===== config.mk =====
export PLATFORM = sky130hd
export DESIGN_NAME = anpfx_top
export DESIGN_NICKNAME = d
export VERILOG_FILES = /design/src/logic/anpfx_pkg.sv /design/src/logic/anpfx_regbus_if.sv /design/src/logic/anpfx_top.sv /design/src/logic/anpfx_mdio_frame.sv /design/src/logic/anpfx_np_arbiter.sv
export SDC_FILE = /design/constraint.sdc
export NUM_CORES = 1
export LEC_CHECK = 0
export BUFFER_PORTS_ARGS = -buffer_cell sky130_fd_sc_hd__buf_4
export CORE_MARGIN = 2
export CORE_UTILIZATION = 55
export DETAILED_ROUTE_END_ITERATION = 10
export GPL_TIMING_DRIVEN = 0
export PLACE_DENSITY_LB_ADDON = 0.05
export SYNTH_ARGS = -nofsm -noshare
export SYNTH_HDL_FRONTEND = slang
export SYNTH_HIERARCHICAL = 1
export SYNTH_SLANG_ARGS = --single-unit

===== constraint.sdc =====
create_clock -name core_clk -period 5.33 [get_ports core_clk]
set_input_delay 0.7995 -clock core_clk [delete_from_list [all_inputs] [get_ports core_clk]]
set_output_delay 0.7995 -clock core_clk [all_outputs]
set_load 0.005 [all_outputs]

===== src/logic/anpfx_pkg.sv =====
// Constants shared by the management frame engine and the register bank.
// Assumes a single core clock domain; management pins are sampled on it.
package anpfx_pkg;

  // Management register addresses
  localparam logic [4:0]  REG_AN_EXP       = 5'h06;    // Expansion status (ability bit only)
  localparam logic [4:0]  REG_OUT_NP       = 5'h07;    // Outgoing next page
  localparam logic [4:0]  REG_PARTNER_NP   = 5'h08;    // Received partner next page
  localparam logic [4:0]  REG_AUX          = 5'h10;    // 100BASE-X auxiliary control

  // Next page field positions
  localparam int          NP_MORE_BIT      = 15;       // Further next pages follow
  localparam int          NP_MSG_BIT       = 13;       // Message page
  localparam int          NP_ACK2_BIT      = 12;       // Second acknowledge
  localparam int          NP_TOGGLE_BIT    = 11;       // Toggle, read only
  localparam logic [15:0] NP_WR_MASK       = 16'hB7FF; // Bits software may write
  localparam logic [15:0] PARTNER_MASK     = 16'hBFFF; // Bits captured from the partner
  localparam logic [15:0] OUT_NP_RESET     = 16'h2001; // Message page, code field 1
  localparam logic [15:0] PARTNER_RESET    = 16'h0000;

  // Auxiliary control field positions
  localparam int          AUX_TX_DIS_BIT   = 13;
  localparam int          AUX_BYP_4B5B_BIT = 10;
  localparam int          AUX_BYP_SCR_BIT  = 9;
  localparam int          AUX_BYP_NRZI_BIT = 8;
  localparam int          AUX_BYP_ALN_BIT  = 7;
  localparam int          AUX_BLW_OFF_BIT  = 6;
  localparam int          AUX_FEF_BIT      = 5;
  localparam int          AUX_EXT_FIFO_BIT = 2;
  localparam int          AUX_OOB_BIT      = 1;
  localparam logic [15:0] AUX_WR_MASK      = 16'h27E6; // Reserved bits never stored
  localparam logic [15:0] AUX_RESET        = 16'h0000;

  // Expansion status value presented by this block
  localparam logic [15:0] AN_EXP_VALUE     = 16'h0004; // Next page ability set

  // Management frame layout
  localparam logic [5:0]  PRE_LEN          = 6'h20;    // Ones needed before a start
  localparam logic [4:0]  HDR_LAST         = 5'h0C;    // Last header bit index after first start bit
  localparam logic [4:0]  DATA_LAST        = 5'h0F;    // Last data bit index
  localparam logic [1:0]  OP_RD            = 2'h2;
  localparam logic [1:0]  OP_WR            = 2'h1;

  // Frame engine states
  typedef enum logic [2:0] {
    ANPFX_PRE = 3'b000,   // Counting preamble ones
    ANPFX_HDR = 3'b001,   // Start, opcode, addresses
    ANPFX_TA  = 3'b010,   // Turnaround
    ANPFX_RD  = 3'b011,   // Driving read data
    ANPFX_WR  = 3'b100    // Collecting write data
  } anpfx_st_t;

endpackage


===== src/logic/anpfx_regbus_if.sv =====
// Internal register bus between the frame engine and the register bank.
// Assumes both ends run on the core clock; strobes are one cycle wide.
`timescale 1ns/1ps
interface anpfx_regbus_if;
  logic        wr_stb;  // One-cycle write strobe
  logic [4:0]  addr;    // Register address, held through the frame
  logic [15:0] wdata;   // Write data, valid with wr_stb
  logic [15:0] rdata;   // Read data for addr, combinational

  modport frame (output wr_stb, output addr, output wdata, input rdata);
  modport regs  (input wr_stb, input addr, input wdata, output rdata);
endinterface


===== src/logic/anpfx_top.sv =====
// Next page and 100BASE-X auxiliary control registers behind the serial
// management port. Assumes mdc/mdio pins and negotiation strobes are
// synchronous to core_clk; the pad merges mdio_out under mdio_oe_n.
`timescale 1ns/1ps

module anpfx_top (
  input  wire logic        core_clk,
  input  wire logic        arst_n,
  input  wire logic [4:0]  phy_addr,                          // Strapped address
  input  wire logic        mdc,                               // Management clock pin
  input  wire logic        mdio_in,                           // Management data in
  output logic             mdio_out,                          // Management data out
  output logic             mdio_oe_n,                         // Low while driving
  input  wire logic        an_page_sent,                      // Next page sent and acked
  input  wire logic        an_restart,                        // Negotiation restarted
  input  wire logic        an_rx_page_valid,                  // Partner page received
  input  wire logic [15:0] an_rx_page,                        // Partner page word
  output logic [15:0]      np_tx_page,                        // Page for the arbiter
  output logic             np_tx_ready,                       // Page waiting
  output logic             next_page_able,                    // Ability status bit
  output logic             differential_transmit_output_oe_n, // High: transmitter off
  output logic             bypass_4b5b,
  output logic             bypass_scrambler,
  output logic             bypass_nrzi,
  output logic             bypass_symbol_align,
  output logic             blw_correction_off,
  output logic             far_end_fault_signalling,          // Fault mechanism enable
  output logic             ext_rx_fifo,
  output logic             rmii_oob_en
);
  anpfx_regbus_if bus ();                    // Frame engine to register bank

  logic [15:0] out_np_r, out_np_nxt;         // Outgoing page, toggle held apart
  logic [15:0] partner_r, partner_nxt;       // Received partner page
  logic [15:0] aux_r, aux_nxt;               // Auxiliary control
  logic [15:0] tx_page_r, tx_page_nxt;       // Registered page for the arbiter
  logic        tx_ready_r;                   // Registered ready, aligned with page
  logic        np_able_r;                    // Ability flag flop
  logic        arb_ready;                    // Handshake flag from the arbiter
  logic        arb_toggle;                   // Toggle from the arbiter
  logic        wr_out_np;                    // Write strobe to 07h
  logic        wr_aux;                       // Write strobe to 10h
  logic [15:0] rd_mux;                       // Read data for the frame engine

  // Address compare shared by write decode and read select
  function automatic logic reg_is(input logic [4:0] a, input logic [4:0] r);
    reg_is = (a == r);
  endfunction

  // The engine owns the pin timing; this module only sees one-cycle
  // write strobes and a held address, so register logic stays simple.
  // Serial frame engine
  anpfx_mdio_frame u_frame (
    .core_clk  (core_clk),
    .arst_n    (arst_n),
    .phy_addr  (phy_addr),
    .mdc       (mdc),
    .mdio_in   (mdio_in),
    .mdio_out  (mdio_out),
    .mdio_oe_n (mdio_oe_n),
    .bus       (bus.frame)
  );

  // Only the two writable registers get a strobe; a frame aimed at the
  // expansion or partner address changes nothing here.
  // Write decode; partner page has no write path at all
  assign wr_out_np = bus.wr_stb & reg_is(bus.addr, anpfx_pkg::REG_OUT_NP);
  assign wr_aux    = bus.wr_stb & reg_is(bus.addr, anpfx_pkg::REG_AUX);

  // Next page sequencing lives apart so its flags have a single owner
  anpfx_np_arbiter u_arb (
    .core_clk   (core_clk),
    .arst_n     (arst_n),
    .load       (wr_out_np),
    .page_sent  (an_page_sent),
    .an_restart (an_restart),
    .ready      (arb_ready),
    .toggle     (arb_toggle)
  );

  // Each register keeps its value unless its own strobe fires; the
  // partner page is loaded only from the negotiation side.
  // Register next values
  always_comb begin
    out_np_nxt  = out_np_r;
    partner_nxt = partner_r;
    aux_nxt     = aux_r;
    // Only documented fields are stored; toggle and reserved bits stay zero
    if (wr_out_np) begin
      out_np_nxt = bus.wdata & anpfx_pkg::NP_WR_MASK;
    end
    // Manager must not rely on reserved bits surviving a write
    if (wr_aux) begin
      aux_nxt = bus.wdata & anpfx_pkg::AUX_WR_MASK;
    end
    // Capture the partner word with bit 14 cleared by PARTNER_MASK
    if (an_rx_page_valid) begin
      partner_nxt = an_rx_page & anpfx_pkg::PARTNER_MASK;
    end
    // Page word presented to negotiation carries the live toggle
    tx_page_nxt = out_np_r;
    tx_page_nxt[anpfx_pkg::NP_TOGGLE_BIT] = arb_toggle;
  end

  // Reset gives a message page with code 1 and every control bit clear,
  // so the transmitter starts enabled with normal coding.
  // Register storage
  always_ff @(posedge core_clk or negedge arst_n) begin
    if (!arst_n) begin
      out_np_r   <= anpfx_pkg::OUT_NP_RESET;
      partner_r  <= anpfx_pkg::PARTNER_RESET;
      aux_r      <= anpfx_pkg::AUX_RESET;
      tx_page_r  <= anpfx_pkg::OUT_NP_RESET;
      tx_ready_r <= 1'b0;
      np_able_r  <= 1'b0;
    end else begin
      out_np_r   <= out_np_nxt;
      partner_r  <= partner_nxt;
      aux_r      <= aux_nxt;
      tx_page_r  <= tx_page_nxt;
      tx_ready_r <= arb_ready;
      np_able_r  <= 1'b1;
    end
  end

  // The read word follows the held address; the engine latches it on the
  // first turnaround rise, one mdc period before the first bit shifts out.
  // Read select; unmapped addresses answer zero
  always_comb begin
    rd_mux = 16'h0000;
    if (reg_is(bus.addr, anpfx_pkg::REG_OUT_NP)) begin
      rd_mux = out_np_r;
      rd_mux[anpfx_pkg::NP_TOGGLE_BIT] = arb_toggle;
    end else if (reg_is(bus.addr, anpfx_pkg::REG_PARTNER_NP)) begin
      rd_mux = partner_r;
    end else if (reg_is(bus.addr, anpfx_pkg::REG_AUX)) begin
      rd_mux = aux_r;
    end else if (reg_is(bus.addr, anpfx_pkg::REG_AN_EXP)) begin
      rd_mux = anpfx_pkg::AN_EXP_VALUE;
    end
  end
  assign bus.rdata = rd_mux;

  // Every control output is a flop bit, so no decode glitch can reach
  // the coding stages while a write lands.
  // Control fields straight from the auxiliary register
  assign differential_transmit_output_oe_n = aux_r[anpfx_pkg::AUX_TX_DIS_BIT];
  assign bypass_4b5b              = aux_r[anpfx_pkg::AUX_BYP_4B5B_BIT];
  assign bypass_scrambler         = aux_r[anpfx_pkg::AUX_BYP_SCR_BIT];
  assign bypass_nrzi              = aux_r[anpfx_pkg::AUX_BYP_NRZI_BIT];
  assign bypass_symbol_align      = aux_r[anpfx_pkg::AUX_BYP_ALN_BIT];
  assign blw_correction_off       = aux_r[anpfx_pkg::AUX_BLW_OFF_BIT];
  assign far_end_fault_signalling = aux_r[anpfx_pkg::AUX_FEF_BIT];
  assign ext_rx_fifo              = aux_r[anpfx_pkg::AUX_EXT_FIFO_BIT];
  assign rmii_oob_en              = aux_r[anpfx_pkg::AUX_OOB_BIT];

  // Page and ready are both one flop behind the arbiter, so they stay aligned
  assign np_tx_page     = tx_page_r;
  assign np_tx_ready    = tx_ready_r;
  assign next_page_able = np_able_r;
endmodule


===== src/logic/anpfx_mdio_frame.sv =====
// Serial management frame engine: turns clause 22 frames into bus accesses.
// Assumes mdc and mdio_in are already synchronous to core_clk.
`timescale 1ns/1ps
module anpfx_mdio_frame (
  input  wire logic       core_clk,
  input  wire logic       arst_n,
  input  wire logic [4:0] phy_addr,   // Strapped station address
  input  wire logic       mdc,
  input  wire logic       mdio_in,
  output logic            mdio_out,
  output logic            mdio_oe_n,  // Low while driving
  anpfx_regbus_if.frame   bus
);
  anpfx_pkg::anpfx_st_t st_r, st_nxt;   // Frame state
  logic [5:0]  cnt_r, cnt_nxt;          // Bit counter
  logic [15:0] sh_r, sh_nxt;            // Shift register
  logic        mdc_q_r;                 // Previous mdc for edge detect
  logic        rd_r, rd_nxt;            // Frame is a read
  logic        out_r, out_nxt;
  logic        oe_n_r, oe_n_nxt;
  logic [4:0]  addr_r, addr_nxt;
  logic        wr_r, wr_nxt;
  logic        rise;
  logic [12:0] hdr;                     // Header with the newest bit

  assign rise = mdc & ~mdc_q_r;
  assign hdr  = {sh_r[11:0], mdio_in};

  // Next values, evaluated only on an mdc rising edge
  always_comb begin
    st_nxt   = st_r;
    cnt_nxt  = cnt_r;
    sh_nxt   = sh_r;
    rd_nxt   = rd_r;
    out_nxt  = out_r;
    oe_n_nxt = oe_n_r;
    addr_nxt = addr_r;
    wr_nxt   = 1'b0;
    if (rise) begin
      case (st_r)
        anpfx_pkg::ANPFX_PRE: begin
          if (mdio_in) begin
            // Saturate so long idle stretches do not wrap
            if (cnt_r != anpfx_pkg::PRE_LEN) cnt_nxt = cnt_r + 6'h01;
          end else if (cnt_r == anpfx_pkg::PRE_LEN) begin
            st_nxt  = anpfx_pkg::ANPFX_HDR;
            cnt_nxt = 6'h00;
          end else begin
            cnt_nxt = 6'h00;
          end
        end
        anpfx_pkg::ANPFX_HDR: begin
          sh_nxt  = {sh_r[14:0], mdio_in};
          cnt_nxt = cnt_r + 6'h01;
          // Thirteenth bit after the start zero completes the address fields
          if (cnt_r[4:0] == anpfx_pkg::HDR_LAST) begin
            cnt_nxt  = 6'h00;
            addr_nxt = hdr[4:0];
            rd_nxt   = (hdr[11:10] == anpfx_pkg::OP_RD);
            // Foreign address or bad start drops back to hunting
            if (hdr[12] && hdr[9:5] == phy_addr &&
                (hdr[11:10] == anpfx_pkg::OP_RD || hdr[11:10] == anpfx_pkg::OP_WR)) begin
              st_nxt = anpfx_pkg::ANPFX_TA;
            end else begin
              st_nxt = anpfx_pkg::ANPFX_PRE;
            end
          end
        end
        anpfx_pkg::ANPFX_TA: begin
          cnt_nxt = 6'h01;
          if (cnt_r == 6'h00) begin
            // First turnaround bit released; drive the zero next
            if (rd_r) begin
              oe_n_nxt = 1'b0;
              out_nxt  = 1'b0;
              sh_nxt   = bus.rdata;
            end
          end else begin
            cnt_nxt = 6'h00;
            if (rd_r) begin
              out_nxt = sh_r[15];
              sh_nxt  = {sh_r[14:0], 1'b0};
              st_nxt  = anpfx_pkg::ANPFX_RD;
            end else begin
              st_nxt  = anpfx_pkg::ANPFX_WR;
            end
          end
        end
        anpfx_pkg::ANPFX_RD: begin
          cnt_nxt = cnt_r + 6'h01;
          if (cnt_r[4:0] == anpfx_pkg::DATA_LAST) begin
            oe_n_nxt = 1'b1;
            cnt_nxt  = 6'h00;
            st_nxt   = anpfx_pkg::ANPFX_PRE;
          end else begin
            out_nxt = sh_r[15];
            sh_nxt  = {sh_r[14:0], 1'b0};
          end
        end
        anpfx_pkg::ANPFX_WR: begin
          sh_nxt  = {sh_r[14:0], mdio_in};
          cnt_nxt = cnt_r + 6'h01;
          if (cnt_r[4:0] == anpfx_pkg::DATA_LAST) begin
            wr_nxt  = 1'b1;
            cnt_nxt = 6'h00;
            st_nxt  = anpfx_pkg::ANPFX_PRE;
          end
        end
        default: begin
          st_nxt   = anpfx_pkg::ANPFX_PRE;
          oe_n_nxt = 1'b1;
          cnt_nxt  = 6'h00;
        end
      endcase
    end
  end

  // State registers
  always_ff @(posedge core_clk or negedge arst_n) begin
    if (!arst_n) begin
      st_r    <= anpfx_pkg::ANPFX_PRE;
      cnt_r   <= 6'h00;
      sh_r    <= 16'h0000;
      mdc_q_r <= 1'b0;
      rd_r    <= 1'b0;
      out_r   <= 1'b0;
      oe_n_r  <= 1'b1;
      addr_r  <= 5'h00;
      wr_r    <= 1'b0;
    end else begin
      st_r    <= st_nxt;
      cnt_r   <= cnt_nxt;
      sh_r    <= sh_nxt;
      mdc_q_r <= mdc;
      rd_r    <= rd_nxt;
      out_r   <= out_nxt;
      oe_n_r  <= oe_n_nxt;
      addr_r  <= addr_nxt;
      wr_r    <= wr_nxt;
    end
  end

  assign mdio_out   = out_r;
  assign mdio_oe_n  = oe_n_r;
  assign bus.wr_stb = wr_r;
  assign bus.addr   = addr_r;
  assign bus.wdata  = sh_r;
endmodule


===== src/logic/anpfx_np_arbiter.sv =====
// Next page handshake: page ready flag and toggle sequencing.
// Assumes page_sent pulses once per next page that was sent and acknowledged.
`timescale 1ns/1ps
module anpfx_np_arbiter (
  input  wire logic core_clk,
  input  wire logic arst_n,
  input  wire logic load,        // Software wrote a new page
  input  wire logic page_sent,   // Page left and was acknowledged
  input  wire logic an_restart,  // Negotiation restarted
  output logic      ready,       // A page waits to be sent
  output logic      toggle       // Toggle value for the waiting page
);
  logic ready_r, ready_nxt;
  logic toggle_r, toggle_nxt;

  // Load wins over a same-cycle send so a fresh page is never lost
  always_comb begin
    ready_nxt  = ready_r;
    toggle_nxt = toggle_r;
    if (an_restart) begin
      toggle_nxt = 1'b0;
      ready_nxt  = 1'b0;
    end else if (page_sent && ready_r) begin
      toggle_nxt = ~toggle_r;
      ready_nxt  = 1'b0;
    end
    if (load) ready_nxt = 1'b1;
  end

  always_ff @(posedge core_clk or negedge arst_n) begin
    if (!arst_n) begin
      ready_r  <= 1'b0;
      toggle_r <= 1'b0;
    end else begin
      ready_r  <= ready_nxt;
      toggle_r <= toggle_nxt;
    end
  end

  assign ready  = ready_r;
  assign toggle = toggle_r;
endmodule


# ---- Yosys cells after proc, flatten, opt, wreduce, memory -nomap -nowiden
# Index checks and enable logic that the tools add are counted.
dict set report totals {
  regBits 92
  mem_bits_rw 0
  output_inout_bits 29
  mem_count 0
  latchBits 0
  mem_bits_ro 0
}
dict set report op_classes {
  mul 0
  n_reduce_logical 19
  n_div 0
  n_lt_le_gt_ge 0
  bitwise_logic 6
  eq_ne 25
  shift 0
  mux 39
  addsub 1
}
# op count
set ops {}
lappend ops {{16-bit two-way mux} 6}
lappend ops {{16-bit one-hot mux with 3 select lines} 1}
lappend ops {{6-bit two-way mux} 4}
lappend ops {{6-bit one-hot mux with 4 select lines} 1}
lappend ops {{3-bit two-way mux} 7}
lappend ops {{5-bit by 4-bit == test with 1-bit output, second input constant} 3}
lappend ops {{1-bit two-way mux} 15}
lappend ops {{14-bit two-way mux} 1}
lappend ops {{2-bit by 1-bit != test with 1-bit output, second input constant} 6}
lappend ops {{3-bit one-hot mux with 4 select lines} 1}
lappend ops {{5-bit by 3-bit == test with 1-bit output, second input constant} 2}
lappend ops {{4-bit AND reduction} 2}
lappend ops {{6-bit by 1-bit adder with 6-bit output, second input constant} 1}
lappend ops {{3-bit by 2-bit == test with 1-bit output, second input constant} 2}
lappend ops {{6-bit == test, second input constant} 1}
lappend ops {{6-bit zero test} 1}
lappend ops {{2-bit != test, second input constant} 3}
lappend ops {{6-bit != test, second input constant} 1}
lappend ops {{6-bit AND reduction} 1}
lappend ops {{3-bit nonzero test} 2}
lappend ops {{5-bit == test} 1}
lappend ops {{5-bit == test, second input constant} 1}
lappend ops {{5-bit AND reduction} 1}
lappend ops {{2-bit nonzero test} 2}
lappend ops {{17 further kinds} 24}

# ---- Logic depth before layout (Yosys ltp)
dict set report logic_depth {
  depth_word 8
  mapped_depth 8
  ltp_nobuf 8
}

# ---- Hierarchy
# Netlist, hierarchy kept.
# mod instances area_each_um2 cells_each
set by_module_without_submodules {}
lappend by_module_without_submodules {anpfx_top 1 2244.7 148}
lappend by_module_without_submodules {anpfx_mdio_frame 1 2037.0 179}
lappend by_module_without_submodules {anpfx_np_arbiter 1 86.3 7}

# ---- Least setup slack after synthesis
# No wires, ideal clock.
dict set report synth_path {
  path_kind {flip-flop to flip-flop}
  startpoint {reg u_frame.cnt_r[0]}
  endpoint {reg u_frame.sh_r[0], in the netlist u_frame/bus.wdata[0]}
  arrival_ns 2.444
  synth_period_minus_slack_ns 2.568
  t_required_ns 5.205
  path_stages_with_launch 9
  setup_slack_ns 2.762
  path_buffers 1
  setup_time_ns 0.125
  path_cell_list {dfrtp_1 -> ha_1 -> nand3_1 -> inv_1 -> ha_1 -> a311o_1 -> a21oi_1 -> clkbuf_1 -> mux2_2}
}
dict set report synth_between {
  elab_chain_len 3
  word_cells_on_any_way 6
}
# element line
set synth_lines {}
lappend synth_lines {{start, declared} anpfx_mdio_frame.sv:15} ;# logic [5:0] cnt_r, cnt_nxt;
lappend synth_lines {{start signal, assigned} anpfx_mdio_frame.sv:132} ;# cnt_r <= cnt_nxt;
lappend synth_lines {{5-bit by 4-bit == test with 1-bit output / 6-bit zero test (equally long branches)} {anpfx_mdio_frame.sv:91, anpfx_mdio_frame.sv:71}}
lappend synth_lines {{2-bit != test (no source line) / 16-bit two-way mux (equally long branches)} -}
lappend synth_lines {{4-bit AND reduction (no source line) / 16-bit one-hot mux with 3 select lines (equally long branches)} -}
lappend synth_lines {{end signal, assigned} anpfx_mdio_frame.sv:133} ;# sh_r <= sh_nxt;
lappend synth_lines {{end, declared} anpfx_mdio_frame.sv:16} ;# logic [15:0] sh_r, sh_nxt;
# Parallel ways exist; a longest one is shown, timed or not.
# A chain may end at the register's enable or synchronous reset.

# ---- Worst setup path after layout
dict set report layout_path {
  startpoint {reg u_frame.cnt_r[0]}
  endpoint {reg u_frame.sh_r[12], in the netlist u_frame/bus.wdata[12]}
}
# The elaborated chain is that of the path after synthesis.

==> impl_metrics.json <==
{
  "post-cts-setup-buffers": 0,
  "syn2layout_area_growth_pct": 17.1,
  "clockBufferDepth": 2,
  "layout.cells.non_filler": 506,
  "cts_resized": 0,
  "grt_pass1_vias": 2909,
  "period_share_pct": 58.6,
  "drv_slew": 0,
  "ys_ff_latch": 92,
  "leakage_uw": 0.00239,
  "irDropWorstVdd_mv": 0.190,
  "cp-end-kind": "flop",
  "yosys.area.top_type": "dfrtp_1",
  "yosys.area_share.adder_pct": 1.43,
  "clkTransAtPathRegs_ps": 100,
  "yosys.area_share.xor_xnor_pct": 1.20,
  "ys_async_sr_fraction_pct": 100,
  "cts_hold_buffers": 0,
  "rsz0062_at_grt": "no",
  "critical_path_buf_inv_count": 2,
  "hold_depth": 0,
  "skew_ps": 11.3,
  "cp_common_cell": "ha_1",
  "slew_headroom_pct": 25.4,
  "routed_via_density": 5.74,
  "drc": 0,
  "routabilityCongestion": 0.914,
  "htreeDepth": 3,
  "start_util_pct": 56.5,
  "die_area_um2": 8670,
  "synth.yosys.seq_area_share_pct": 52.9,
  "critical_path_class": "reg2reg",
  "timing.rr.start": "u_frame/cnt_r[0]$_DFFE_PN0P_",
  "synth_top_family_by_area": "multiplexers",
  "drtPass1Iterations": 4,
  "netlist_instances": 334,
  "required_ps": 5580,
  "die_w_um": 93.1,
  "grt-ovfl-total": 0,
  "post_synth_and_or_nand_nor_area_fraction_pct": 8.82,
  "first_iter_violations": 123,
  "powerDensity_nw_per_um2": 380,
  "nets": 432,
  "yosysUniqueCellTypes": 59,
  "crit_family": "compound AO/OA/AOI/OAI gates",
  "multi_input_area_um2": 1870,
  "wirelength_mm": 9.02,
  "max_stage_delay_ps": 640,
  "avgRoutedWirePerCell_um": 17.8,
  "r2r_cells": 8,
  "netlist.area_leader.share_pct": 49.8,
  "period_minus_slack_ps": 3120,
  "fillerInstances": 605,
  "core_area_um2": 7730,
  "fp.dieH_um": 93.1,
  "top_layer_used": "met4",
  "clock_latency_ps": 360,
  "grt_usage_pct": 21.9,
  "synthTopCellsByArea": "dfrtp_1 (50%), mux2_2 (15%), mux2_4 (3.1%)",
  "tightestPinTransition_ps": 1120,
  "fin_ws_ps": 2210,
  "critPathArrivalTime_ps": 3370,
  "dp.final_hpwl_mm": 6.09,
  "cp_slowest_cell": "a21oi_1",
  "wl_met3_um": 403,
  "ff2ff_setup_slack_ps": 2210,
  "finalHoldViolations": 0,
  "cp_max_fo": 10,
  "cts_tree": "done",
  "finalSetupViolCount": 0,
  "synthMuxAreaShare_pct": 21.1,
  "avgSynthCellArea_um2": 13.1,
  "io_buffers": 53,
  "synth_compound_area_share_pct": 10.1,
  "min_path_type": "reg2reg",
  "synthFlopType": "dfrtp_1",
  "crit_path_start_kind": "flop",
  "dpl.cell_count": 490,
  "fmax_mhz": 320,
  "syn_area_um2": 4370,
  "wl_met1_mm": 4.20,
  "min-delay-start": "out_np_r[13]$_DFFE_PN1P_",
  "drive_gt1_share_pct": 40.3,
  "met2WireLength_mm": 4.32,
  "status": "completed",
  "vias": 2902,
  "antennaDiodeCount": 0,
  "cts_num_sinks": 92,
  "rows": 32,
  "final_util_pct": 66.2,
  "root_buffer": "clkbuf_8",
  "ant_nets": 0,
  "ys_warn_count": 6,
  "antenna_found_initial": 0,
  "drv_cap": 0,
  "numCtsBuffers": 9,
  "seq_area_um2": 2310,
  "path_cells": "ha_1 -> nand3_1 -> inv_1 -> ha_1 -> a311o_1 -> a21oi_1 -> clkbuf_1 -> mux2_2",
  "synth_edf_count": 0,
  "grt_pass1_wl_mm": 14.5,
  "holdPathEnd": "np_tx_page[13]$_DFF_PN1_",
  "grt_max_degree": 93,
  "rr_endpoint": "u_frame/bus.wdata[12]$_DFFE_PN0P_",
  "pre_cts_slack_ps": 2250,
  "setup_tns_ps": 0,
  "io_pins": 57
}
-- synthesized netlist by cell type, drive strengths merged, types with 6 or more instances --
| cell | n |
|---|---|
| a221o | 8 |
| a22o | 6 |
| buf | 12 |
| clkbuf | 7 |
| dfrtp | 87 |
| inv | 17 |
| mux2 | 76 |
| nand2 | 8 |
| nand3 | 6 |
| nor3 | 12 |
| o21ai | 6 |
| xor2 | 6 |
-- power breakdown --
group | switching (uW) | internal, uW | leakage (uW)
clock | 254 | 267 | 0.000104
combinational | 286 | 248 | 0.00109
sequential | 95.0 | 794 | 0.00120
-- final cells by class --
| cell class | instances | area share (%) |
|---|---|---|
| buffer | 19 | 2.52 |
| multi-input combinational | 207 | 36.6 |
| sequential | 92 | 45.1 |
| tap | 102 | 2.50 |
| timing repair buffer | 53 | 7.78 |
| clock buffer | 11 | 2.57 |
| clock inverter | 5 | 1.66 |
| inverter | 17 | 1.25 |
-- kinds of logic (layout without fill, tap and decap cells) --
group                    count (synthesis)  count (layout)
AO/OA/AOI/OAI                           52              52
flip-flops                              92              92
XOR/XNOR                                 6               6
multiplexers                            79              79
AND/OR/NAND/NOR                         62              62
other                                    2               3
adder cells (fa/ha/maj)                  5               5
buffers and inverters                   36             105
-- worst max path at each step --
| stage | from | endpoint | cells past startpoint |
|---|---|---|---|
| finish | u_frame/cnt_r[0]$_DFFE_PN0P_ | u_frame/bus.wdata[12]$_DFFE_PN0P_ | 8 |
| floorplan | u_frame/cnt_r[0]$_DFFE_PN0P_ | u_frame/bus.wdata[0]$_DFFE_PN0P_ | 8 |
| CTS | u_frame/cnt_r[0]$_DFFE_PN0P_ | u_frame/bus.wdata[12]$_DFFE_PN0P_ | 8 |
| global placement | u_frame/cnt_r[0]$_DFFE_PN0P_ | u_frame/bus.wdata[15]$_DFFE_PN0P_ | 8 |
| global route | u_frame/cnt_r[0]$_DFFE_PN0P_ | u_frame/bus.wdata[12]$_DFFE_PN0P_ | 8 |
| detailed placement | u_frame/cnt_r[0]$_DFFE_PN0P_ | u_frame/bus.wdata[12]$_DFFE_PN0P_ | 8 |
-- registers in the layout, summed over array words and instances (netlist names), 3 cells and up --
register,flops
u_frame/bus.wdata,16
np_tx_page,15
partner_r,15
out_np_r,14
aux_r,9
u_frame/cnt_r,6
u_frame/bus.addr,5
u_frame/st_r,3
-- worst reg2reg max path: cells and delay by family (launching register included) --
kind                     cells  cell delay, ps
buffers and inverters        2             600
adder cells (fa/ha/maj)      2             470
multiplexers                 1             410
AND/OR/NAND/NOR              1             120
flip-flops                   1             410
AO/OA/AOI/OAI                2            1010
-- through the flow --
stage	hold WS, ps	instance area (um^2)	power, uW
floorplan	359	4370	1270
global placement	368	4900	1410
detailed placement	370	4900	1430
CTS	383	5110	1950
global route	389	5110	2050
finish	380	5110	1940
-- metal layers --
layer | GRT usage [%] | up-vias
met4 | 5.51 | 0
met1 | 30.2 | 1459
met3 | 5.24 | 9
met5 | 0 | -
met2 | 35.3 | 76
li1 | - | 1358
-- layout by cell type, fill, tap and decap left out, types with 3 or more instances in the layout --
cell	n
nor4_1	3
nand3_1	6
nand2_1	8
nand2b_1	3
buf_2	3
buf_6	6
conb_1	3
mux2_4	9
nor2b_1	3
xor2_1	6
a22o_1	6
nor4b_1	4
clkbuf_8	9
o211ai_1	4
mux2i_1	3
inv_1	17
buf_4	55
o31ai_1	3
a221o_2	4
nor2_1	5
a21oi_1	5
dfrtp_1	87
a221o_1	4
nor3b_1	3
nor3_1	12
clkbuf_1	8
o21ai_0	6
ha_1	5
mux2_2	59
dfstp_2	5
mux2_1	8
Power figures use the tool's default switching activity.
